$ cat config.mk
export PLATFORM = sky130hd
export DESIGN_NAME = rxagc_top
export DESIGN_NICKNAME = d
export VERILOG_FILES = /design/src/rxagc_pkg.sv /design/src/rxagc_meas_if.sv /design/src/rxagc_top.sv /design/src/rxagc_power.sv
export VERILOG_INCLUDE_DIRS = /design/src /design/src/src
export SDC_FILE = /design/constraint.sdc
export NUM_CORES = 1
export LEC_CHECK = 0
export ABC_AREA = 0
export BUFFER_PORTS_ARGS = -buffer_cell sky130_fd_sc_hd__buf_2
export CORE_MARGIN = 2
export CORE_UTILIZATION = 56
export CTS_CLUSTER_DIAMETER = 100
export DETAILED_ROUTE_END_ITERATION = 6
export GPL_TIMING_DRIVEN = 0
export PLACE_DENSITY = 0.78
export SYNTH_ARGS = -nofsm -noshare
export SYNTH_HDL_FRONTEND = slang
export SYNTH_SLANG_ARGS = --single-unit
$ cat constraint.sdc
create_clock -name clk -period 21.9 [get_ports clk]
set_clock_uncertainty 0.1 [all_clocks]
set_input_delay 3.285 -clock clk [delete_from_list [all_inputs] [get_ports clk]]
set_output_delay 3.285 -clock clk [all_outputs]
set_load 0.02 [all_outputs]
$ cat src/rxagc_cfg.svh
// Constants of the receive gain loop and signal strength estimator.
// Assumes a 125 MHz system clock and a sample strobe from the front-end.
//
// Behaviour
// - Measure unfiltered or filtered variance per select bit
// - Unfiltered is pre-post-filter, filtered is post-filter output
// - Loop enabled drives gain toward zero deviation
// - Period is settling wait then magnitude averaging
// - Each period end stores new gain word
// - Gain word zero to max, 3dB per step
// - Max word 21, 22 or 23 by bandwidth
// - Freeze stops word update and gain application
// - Baseband freezes itself, status bit, hold/release pulses
// - Software target level sets the variance target
// - Loop disabled applies software gain word directly
// - Period follows select, rate and averaging lookup
// - Bypass mode maps high words, bypasses low ones
// - No bypass, loop includes external amplifier gain
// - Periods continue during freeze for strength estimate
// - Strength reads 127 without valid estimate
// - First strength after 8us times rate plus period
// - Measure and store only in receive state
`ifndef RXAGC_CFG_SVH
`define RXAGC_CFG_SVH

`define AGC_CLK_MHZ        125
`define AGC_FIRST_WAIT_NS  8000
`define AGC_NS_PER_US      1000
`define AGC_QUARTERS       4
`define AGC_AVG_BASE_SHIFT 3

// Settling wait in quarter microseconds, unfiltered reference
`define AGC_TW1_SR1  19
`define AGC_TW1_SR2  26
`define AGC_TW1_SR3  39
`define AGC_TW1_SR4  52
`define AGC_TW1_SR5  65
`define AGC_TW1_SR6  78
`define AGC_TW1_SR8  104
`define AGC_TW1_SR10 100
// Settling wait in quarter microseconds, filtered reference
`define AGC_TW0_SR1  27
`define AGC_TW0_SR2  42
`define AGC_TW0_SR3  63
`define AGC_TW0_SR4  84
`define AGC_TW0_SR5  105
`define AGC_TW0_SR6  126
`define AGC_TW0_SR8  128
`define AGC_TW0_SR10 180

`define AGC_SR_DEFAULT 4'h1
`define AGC_BW_LO_LAST  4'h5
`define AGC_BW_MID_LAST 4'h8
`define AGC_GMAX_LO  5'h15
`define AGC_GMAX_MID 5'h16
`define AGC_GMAX_HI  5'h17

`define AGC_BYP_THRESH 5'h11
`define AGC_MAP_9DB    2'h1
`define AGC_MAP_12DB   2'h2
`define AGC_STEPS_9DB  5'h03
`define AGC_STEPS_12DB 5'h04

// Target: log2 power the loop aims for, lowered by the target field
`define AGC_TGT_TOP 7'sh14
// Calibration offset from log2 power to dBm, arbitrary default
`define AGC_RSSI_OFS 10'sh069
`define AGC_RSSI_MIN 10'sh381
`define AGC_RSSI_MAX 10'sh004
`define AGC_RSSI_INVALID 8'h7F

`endif

$ cat src/rxagc_pkg.sv
// Types shared by the gain loop modules.
// Assumes nothing of its surroundings.
package rxagc_pkg;
	typedef enum logic [2:0] {
		ST_IDLE,
		ST_FIRST,
		ST_SETTLE,
		ST_AVG,
		ST_UPDATE
	} rxagc_state_t;

	typedef logic [4:0] rxagc_word_t;
endpackage

$ cat src/rxagc_meas_if.sv
// Carrier between the loop sequencer and the power averager.
// Assumes both ends run on the one system clock.
`timescale 1ns/1ps
interface rxagc_meas_if;
	logic                start;
	logic                ref_sel;
	logic [1:0]          avg_len;
	logic                done;
	rxagc_pkg::rxagc_word_t pwr_log;

	modport ctrl (output start, ref_sel, avg_len, input done, pwr_log);
	modport meas (input start, ref_sel, avg_len, output done, pwr_log);
endinterface

$ cat src/rxagc_top.sv
// Receive gain loop: sequences update periods, steers amplifier gain,
// reports signal strength and freeze events.
// Assumes every input is produced on clk; settings change only between
// receive sessions or are tolerated mid-period.
`timescale 1ns/1ps
`include "rxagc_cfg.svh"
module rxagc_top #(
	// Right shift of every microsecond wait, to shorten simulations
	parameter int WAIT_SHIFT = 0
) (
	// Clock and reset
	input  wire logic               clk,
	input  wire logic               rst,
	// Receiver state and samples
	input  wire logic               rx_active,
	input  wire logic               sample_valid,
	input  wire logic signed [12:0] i_unf,
	input  wire logic signed [12:0] q_unf,
	input  wire logic signed [12:0] i_flt,
	input  wire logic signed [12:0] q_flt,
	// Software settings
	input  wire logic               gain_ref_select,
	input  wire logic               gain_loop_enable,
	input  wire logic [1:0]         averaging_length,
	input  wire logic               gain_freeze_control,
	input  wire logic [2:0]         gain_target_level,
	input  wire logic [3:0]         rx_sample_rate_code,
	input  wire logic [3:0]         rx_bandwidth_code,
	input  wire logic               ext_amp_bypass_enable,
	input  wire logic [1:0]         ext_amp_gain_mapping,
	input  wire logic [4:0]         sw_gain_word,
	// Baseband core
	input  wire logic               bb_enable,
	input  wire logic               bb_freeze_req,
	// Status
	output logic [4:0]              gain_word_field,
	output logic                    gain_freeze_status,
	output logic                    gain_hold_irq,
	output logic                    gain_release_irq,
	output logic [7:0]              signal_strength_field,
	output logic                    signal_strength_valid,
	// Amplifier control
	output logic [4:0]              amp_gain_word,
	output logic                    ext_amp_on
);
	rxagc_meas_if meas ();

	rxagc_pkg::rxagc_state_t state;
	rxagc_pkg::rxagc_state_t next_state;
	logic [15:0] wait_cnt;
	logic [3:0]  sr;
	logic [3:0]  sr_cap;
	logic [7:0]  tw_q;
	logic [15:0] tw_cycles;
	logic [15:0] first_cycles;
	rxagc_pkg::rxagc_word_t gmax;
	logic        freeze;
	logic        bb_frz_d;
	rxagc_pkg::rxagc_word_t next_word;
	logic signed [6:0] dev;
	logic signed [6:0] wsum;
	rxagc_pkg::rxagc_word_t ext_steps;
	logic signed [9:0] rssi_raw;
	logic signed [9:0] rssi_clip;

	rxagc_power u_power (
		.clk          (clk),
		.rst          (rst),
		.sample_valid (sample_valid),
		.i_unf        (i_unf),
		.q_unf        (q_unf),
		.i_flt        (i_flt),
		.q_flt        (q_flt),
		.m            (meas.meas)
	);

	// Unknown rate codes fall back to the 4 MHz setting
	always_comb begin
		case (rx_sample_rate_code)
			4'h1, 4'h2, 4'h3, 4'h4, 4'h5, 4'h6, 4'h8, 4'hA:
				sr = rx_sample_rate_code;
			default:
				sr = `AGC_SR_DEFAULT;
		endcase
	end

	// Settling wait grows with the post filter group delay
	always_comb begin
		case ({gain_ref_select, sr})
			5'h11: tw_q = 8'(`AGC_TW1_SR1);
			5'h12: tw_q = 8'(`AGC_TW1_SR2);
			5'h13: tw_q = 8'(`AGC_TW1_SR3);
			5'h14: tw_q = 8'(`AGC_TW1_SR4);
			5'h15: tw_q = 8'(`AGC_TW1_SR5);
			5'h16: tw_q = 8'(`AGC_TW1_SR6);
			5'h18: tw_q = 8'(`AGC_TW1_SR8);
			5'h1A: tw_q = 8'(`AGC_TW1_SR10);
			5'h01: tw_q = 8'(`AGC_TW0_SR1);
			5'h02: tw_q = 8'(`AGC_TW0_SR2);
			5'h03: tw_q = 8'(`AGC_TW0_SR3);
			5'h04: tw_q = 8'(`AGC_TW0_SR4);
			5'h05: tw_q = 8'(`AGC_TW0_SR5);
			5'h06: tw_q = 8'(`AGC_TW0_SR6);
			5'h08: tw_q = 8'(`AGC_TW0_SR8);
			5'h0A: tw_q = 8'(`AGC_TW0_SR10);
			default: tw_q = 8'(`AGC_TW0_SR1);
		endcase
	end

	// Waits in clock cycles; least times round up
	always_comb begin
		tw_cycles = 16'(((32'(tw_q) * `AGC_CLK_MHZ + `AGC_QUARTERS - 1)
			/ `AGC_QUARTERS) >> WAIT_SHIFT);
		first_cycles = 16'(((32'(sr) * `AGC_FIRST_WAIT_NS * `AGC_CLK_MHZ
			+ `AGC_NS_PER_US - 1) / `AGC_NS_PER_US) >> WAIT_SHIFT);
	end

	always_comb begin
		if (rx_bandwidth_code <= `AGC_BW_LO_LAST)
			gmax = `AGC_GMAX_LO;
		else if (rx_bandwidth_code <= `AGC_BW_MID_LAST)
			gmax = `AGC_GMAX_MID;
		else
			gmax = `AGC_GMAX_HI;
	end

	assign freeze = gain_freeze_control || (bb_enable && bb_freeze_req);

	// Sequencer
	always_comb begin
		next_state = state;
		case (state)
			rxagc_pkg::ST_IDLE:
				if (rx_active)
					next_state = rxagc_pkg::ST_FIRST;
			rxagc_pkg::ST_FIRST:
				if (wait_cnt == 16'h0000)
					next_state = rxagc_pkg::ST_SETTLE;
			rxagc_pkg::ST_SETTLE:
				if (wait_cnt == 16'h0000)
					next_state = rxagc_pkg::ST_AVG;
			rxagc_pkg::ST_AVG:
				// A run cut short by leaving receive may end just as
				// the next one starts; that stale result is ignored
				if (meas.done && !meas.start)
					next_state = rxagc_pkg::ST_UPDATE;
			rxagc_pkg::ST_UPDATE:
				next_state = rxagc_pkg::ST_SETTLE;
			default:
				next_state = rxagc_pkg::ST_IDLE;
		endcase
		if (!rx_active)
			next_state = rxagc_pkg::ST_IDLE;
	end

	always_ff @(posedge clk) begin
		if (rst)
			state <= rxagc_pkg::ST_IDLE;
		else
			state <= next_state;
	end

	// Wait counter loaded on entry to each timed state
	always_ff @(posedge clk) begin
		if (rst)
			wait_cnt <= 16'h0000;
		else if (next_state == rxagc_pkg::ST_FIRST
			&& state != rxagc_pkg::ST_FIRST)
			wait_cnt <= (first_cycles == 16'h0000) ? 16'h0000
				: first_cycles - 16'h0001;
		else if (next_state == rxagc_pkg::ST_SETTLE
			&& state != rxagc_pkg::ST_SETTLE)
			wait_cnt <= (tw_cycles == 16'h0000) ? 16'h0000
				: tw_cycles - 16'h0001;
		else if (wait_cnt != 16'h0000)
			wait_cnt <= wait_cnt - 16'h0001;
	end

	// Averager start, parameters caught at start
	always_ff @(posedge clk) begin
		if (rst) begin
			meas.start   <= 1'b0;
			meas.ref_sel <= 1'b0;
			meas.avg_len <= 2'h0;
			sr_cap       <= `AGC_SR_DEFAULT;
		end else begin
			meas.start <= state == rxagc_pkg::ST_SETTLE
				&& next_state == rxagc_pkg::ST_AVG;
			if (state == rxagc_pkg::ST_SETTLE
				&& next_state == rxagc_pkg::ST_AVG) begin
				meas.ref_sel <= gain_ref_select;
				meas.avg_len <= averaging_length;
				sr_cap       <= sr;
			end
		end
	end

	// Deviation in 3 dB steps; one log2 step is about 3 dB of power
	always_comb begin
		dev = 7'(signed'({2'b00, meas.pwr_log}))
			- (`AGC_TGT_TOP - 7'(signed'({4'h0, gain_target_level})));
		wsum = 7'(signed'({2'b00, gain_word_field})) - dev;
		if (wsum < 7'sh00)
			next_word = 5'h00;
		else if (wsum > 7'(signed'({2'b00, gmax})))
			next_word = gmax;
		else
			next_word = 5'(wsum);
	end

	// Gain word: loop result at period end, else software value
	always_ff @(posedge clk) begin
		if (rst)
			gain_word_field <= 5'h00;
		else if (!gain_loop_enable) begin
			if (!freeze)
				gain_word_field <= (sw_gain_word > gmax) ? gmax
					: sw_gain_word;
		end else if (state == rxagc_pkg::ST_UPDATE && !freeze)
			gain_word_field <= next_word;
	end

	// Applied gain is held while frozen so the data path stays steady
	always_ff @(posedge clk) begin
		if (rst) begin
			amp_gain_word <= 5'h00;
			ext_amp_on    <= 1'b0;
		end else if (!freeze) begin
			if (!ext_amp_bypass_enable) begin
				amp_gain_word <= gain_word_field;
				ext_amp_on    <= 1'b1;
			end else if (gain_word_field > `AGC_BYP_THRESH) begin
				amp_gain_word <= gain_word_field - ext_steps;
				ext_amp_on    <= 1'b1;
			end else begin
				amp_gain_word <= gain_word_field;
				ext_amp_on    <= 1'b0;
			end
		end
	end

	always_comb begin
		case (ext_amp_gain_mapping)
			`AGC_MAP_9DB:  ext_steps = `AGC_STEPS_9DB;
			`AGC_MAP_12DB: ext_steps = `AGC_STEPS_12DB;
			default:       ext_steps = 5'h00;
		endcase
	end

	// Freeze status and baseband driven hold and release pulses
	always_ff @(posedge clk) begin
		if (rst) begin
			gain_freeze_status <= 1'b0;
			bb_frz_d           <= 1'b0;
			gain_hold_irq      <= 1'b0;
			gain_release_irq   <= 1'b0;
		end else begin
			gain_freeze_status <= freeze;
			bb_frz_d           <= bb_enable && bb_freeze_req;
			gain_hold_irq <= bb_enable && bb_freeze_req && !bb_frz_d;
			gain_release_irq <= !(bb_enable && bb_freeze_req)
				&& bb_frz_d;
		end
	end

	// Input power: measured level less applied gain, external gain counted
	always_comb begin
		rssi_raw = 10'sh003 * 10'(signed'({5'h00, meas.pwr_log}))
			- 10'sh003 * 10'(signed'({5'h00, amp_gain_word}))
			- 10'sh003 * 10'(signed'({5'h00, ext_on_steps()}))
			- `AGC_RSSI_OFS;
		if (rssi_raw < `AGC_RSSI_MIN)
			rssi_clip = `AGC_RSSI_MIN;
		else if (rssi_raw > `AGC_RSSI_MAX)
			rssi_clip = `AGC_RSSI_MAX;
		else
			rssi_clip = rssi_raw;
	end

	function automatic rxagc_pkg::rxagc_word_t ext_on_steps();
		return ext_amp_on ? ext_steps : 5'h00;
	endfunction

	// Strength valid only from the first finished period in receive
	always_ff @(posedge clk) begin
		if (rst) begin
			signal_strength_field <= `AGC_RSSI_INVALID;
			signal_strength_valid <= 1'b0;
		end else if (!rx_active) begin
			signal_strength_field <= `AGC_RSSI_INVALID;
			signal_strength_valid <= 1'b0;
		end else if (state == rxagc_pkg::ST_UPDATE) begin
			signal_strength_field <= 8'(rssi_clip);
			signal_strength_valid <= 1'b1;
		end
	end
endmodule

$ cat src/rxagc_power.sv
// Averager of complex magnitude squared over 8, 16, 32 or 64 samples.
// Assumes samples and strobe come from logic on the same clock.
`timescale 1ns/1ps
`include "rxagc_cfg.svh"
module rxagc_power (
	// Clock and reset
	input  wire logic               clk,
	input  wire logic               rst,
	// Baseband samples
	input  wire logic               sample_valid,
	input  wire logic signed [12:0] i_unf,
	input  wire logic signed [12:0] q_unf,
	input  wire logic signed [12:0] i_flt,
	input  wire logic signed [12:0] q_flt,
	// Sequencer side
	rxagc_meas_if.meas              m
);
	logic        busy;
	logic [6:0]  cnt;
	logic [31:0] acc;
	logic        sel;
	logic [1:0]  len;
	logic signed [12:0] si;
	logic signed [12:0] sq;
	logic [31:0] mag;
	logic [31:0] sum;
	logic [31:0] mean;
	logic [6:0]  last;

	function automatic rxagc_pkg::rxagc_word_t log2f(input logic [31:0] v);
		rxagc_pkg::rxagc_word_t r;
		r = 5'h00;
		for (int k = 1; k < 32; k++) begin
			if (v[k])
				r = 5'(k);
		end
		return r;
	endfunction

	always_comb begin
		si = sel ? i_unf : i_flt;
		sq = sel ? q_unf : q_flt;
		mag = 32'(si * si) + 32'(sq * sq);
		sum = acc + mag;
		mean = sum >> (`AGC_AVG_BASE_SHIFT + len);
		last = 7'((8 << len) - 1);
	end

	always_ff @(posedge clk) begin
		if (rst) begin
			busy <= 1'b0;
			cnt  <= 7'h00;
			acc  <= 32'h0;
			sel  <= 1'b0;
			len  <= 2'h0;
		end else if (m.start) begin
			busy <= 1'b1;
			cnt  <= 7'h00;
			acc  <= 32'h0;
			sel  <= m.ref_sel;
			len  <= m.avg_len;
		end else if (busy && sample_valid) begin
			acc <= sum;
			cnt <= cnt + 7'h01;
			if (cnt == last)
				busy <= 1'b0;
		end
	end

	always_ff @(posedge clk) begin
		if (rst) begin
			m.done    <= 1'b0;
			m.pwr_log <= 5'h00;
		end else begin
			m.done <= busy && sample_valid && cnt == last && !m.start;
			if (busy && sample_valid && cnt == last)
				m.pwr_log <= log2f(mean);
		end
	end
endmodule

==> metrics <==
DRC=0; final hold vios=0; fin crit period=21.32 ns; vias=25,916; Syn Area/Cell=8.41 sq um; Synth Area in Simple Gates=between 15 and 20%; GP Congestion=0.952; Remaining Overflow, GRT=0; CTS H-tree depth=3; Post-Syn Area=29,600 sq um; f_max=46.9 MHz; WP buf/inv=14; most frequent cells in the layout=483 x inv_1, 385 x fa_1, 331 x ha_1, 321 x nor2_1, 288 x nand2_1; Initial DRC Count=1,957; Worst setup EP type=flop; dpl ws=-3.23 ns; Num CTS Buffers=9; EDFF count, synth=0; Syn. warnings=0; critical path arrival=~21 ns; ant diodes=0; Final nets=4,479; clock buffer depth=2; number of global-route vias before repair=25,142; Detail Placement HPWL=~60,000 um; HP Class=reg2reg; Initial Utilization=between 50 and 60%; first-pass GRT wire length=about 120,000 um; post-synthesis xor/xnor area fraction=under 10%; core area=52,400 sq um; CP dominant cell by count=buf_4; Adder-Cell Fraction of Synth Area=40.2%; crit path max-delay cell type=fa_1; die height=234 um; CP max stage delay=0.58 ns; fillers=approximately 4,500; row count=between 80 and 90; mux share of post-synthesis cell area=3.89%; final slew viol count=0; Mapped Cells=~3,500; Overall Global Routing Usage=26.5%; status=complete, no violations; library cells used by synthesis=roughly 120; Synth area leaders=fa_1 26%, ha_1 14%, dfxtp_1 6.5%; Root Driver=clkbuf_16; worst relative slew slack=13.1%; die area=54,800 sq um; post-route clock period utilization=97.3%; Syn-to-layout area delta=9.53%; 1st-pass router iterations=5; CP max FO=10; main flop type after synthesis=dfxtp_1; largest net degree at the start of global routing=22; post-synthesis cell type with the largest combined area=fa_1; Seq/Total Area, Yosys=6.49%; Routed WL=73,100 um; number of hold buffers added after CTS=0; WL/cell=16.7 um; Worst path top cell family by delay=compound AO/OA/AOI/OAI gates; io pins=105; DRT antenna net count=0; commonest non-fill, non-tap cell in the layout=inv_1; Port Buf Inserts=101; Num Clock Sinks=96; Slew @ Worst Pin=1.29 ns; Critical Path RT=22.03 ns; later-pin clock latency in the skew report=0.35 ns; initial antenna violation count=0; DIE WIDTH=234 um; area share of the largest cell type after synthesis=26.1%; clk slew on worst S/H paths=0.07 ns; maxcap violations=0; critical path type=in2reg; Async S/R FF share, synth=0%; TritonCTS clock tree=built; number of synthesized register bits=96; main combinational cell family by area after synthesis=adder cells; Synth Area in Compound Gates=18.3%; vias per std cell=roughly 5.9; worst setup margin=roughly 0.58 ns; Setup Viol. Count Final=0; CP Launch Type=input port; share of cells above drive strength 1=10.6%
synth_stat cells (all sizes together) (14+ instances only):
| cell type | number |
|---|---|
| or2 | 18 |
| nand2b | 34 |
| o31ai | 23 |
| or4 | 14 |
| mux2 | 19 |
| ha | 334 |
| nand2 | 291 |
| buf | 31 |
| dfxtp | 96 |
| a31oi | 18 |
| a21oi | 240 |
| nor3 | 81 |
| nor2b | 26 |
| or3 | 18 |
| xor2 | 87 |
| nor4 | 20 |
| nand3 | 51 |
| mux2i | 92 |
| o21a | 22 |
| a211oi | 36 |
| and2 | 25 |
| clkbuf | 61 |
| o21ai | 120 |
| inv | 487 |
| fa | 386 |
| nor2 | 327 |
| o21bai | 56 |
| and3 | 19 |
| a21o | 41 |
| nand4 | 18 |
| xnor2 | 160 |
| o211ai | 27 |
layer usage:
metal	global-route usage [%]	share of wire (%)	vias up
met4	5.68	1.8	0
met3	2.26	5.1	123
met2	45.7	49	815
met5	0	0	-
li1	-	-	12337
met1	36.2	44	12641
worst paths after layout:
kind,from,end,slack (ns),cells after the start
setup reg to reg,u_power.sel,u_power.m.pwr_log[2],7.51,54
setup / recovery,rx_sample_rate_code[2],wait_cnt[11],0.58,73
hold / removal,bb_frz_d,gain_hold_irq,0.32,1
hold reg to reg,bb_frz_d,gain_hold_irq,0.32,1
stage by stage:
step | instance area [sq um] | util (%) | TNS, ns | hold WS (ns) | instances
after floorplan | 29600 | - | 0 | 0.294 | 3525
after global placement | 31000 | 59.1 | -35.29 | 0.304 | 4314
after detailed placement | 31000 | 59.1 | -38.68 | 0.309 | 4314
after CTS | 31600 | 60.3 | 0 | 0.321 | 4344
after global routing | 32400 | 61.9 | -1.84 | 0.351 | 4370
final | 32400 | 61.9 | 0 | 0.323 | 4370
state kept, by name (all words and copies together), names as in the netlist:
register / count
amp_gain_word: 5
bb_frz_d: 1
ext_amp_on: 1
gain_freeze_status: 1
gain_hold_irq: 1
gain_release_irq: 1
gain_word_field: 5
meas.avg_len: 2
meas.ref_sel: 1
meas.start: 1
signal_strength_field: 8
signal_strength_valid: 1
state: 3
u_power.acc: 32
u_power.busy: 1
u_power.cnt: 7
u_power.len: 2
u_power.m.done: 1
u_power.m.pwr_log: 5
u_power.sel: 1
wait_cnt: 16
layout make-up:
type | instances | area [sq um] | area share, %
Clock inverter | 7 | 56.3 | 0.174
Sequential cell | 96 | 1920 | 5.92
Timing Repair Buffer | 142 | 813 | 2.51
Multi-Input combinational cell | 2842 | 26300 | 81.0
Tap cell | 688 | 861 | 2.65
Inverter | 496 | 1880 | 5.78
Buffer | 90 | 403 | 1.24
Clock buffer | 9 | 225 | 0.694
cell families after synthesis:
kind of cell | count (synthesis)
xor gates and xnor gates | 247
buffers and inverters | 588
DFF | 96
AOI/OAI and AO/OA | 772
muxes | 111
and+or+nand+nor | 988
adders and majority gates | 721
other | 1
what timing repair did:
action / CTS / global route
gates cloned: 0 / 1
setup buffers: 14 / 27
gates resized for setup: 44 / 114
setup endpoints to repair: 16 / 11
pin swaps: 8 / 32
Power is not shown: default switching activity piles up to over one toggle a cycle in this logic, so the estimate is an artifact.
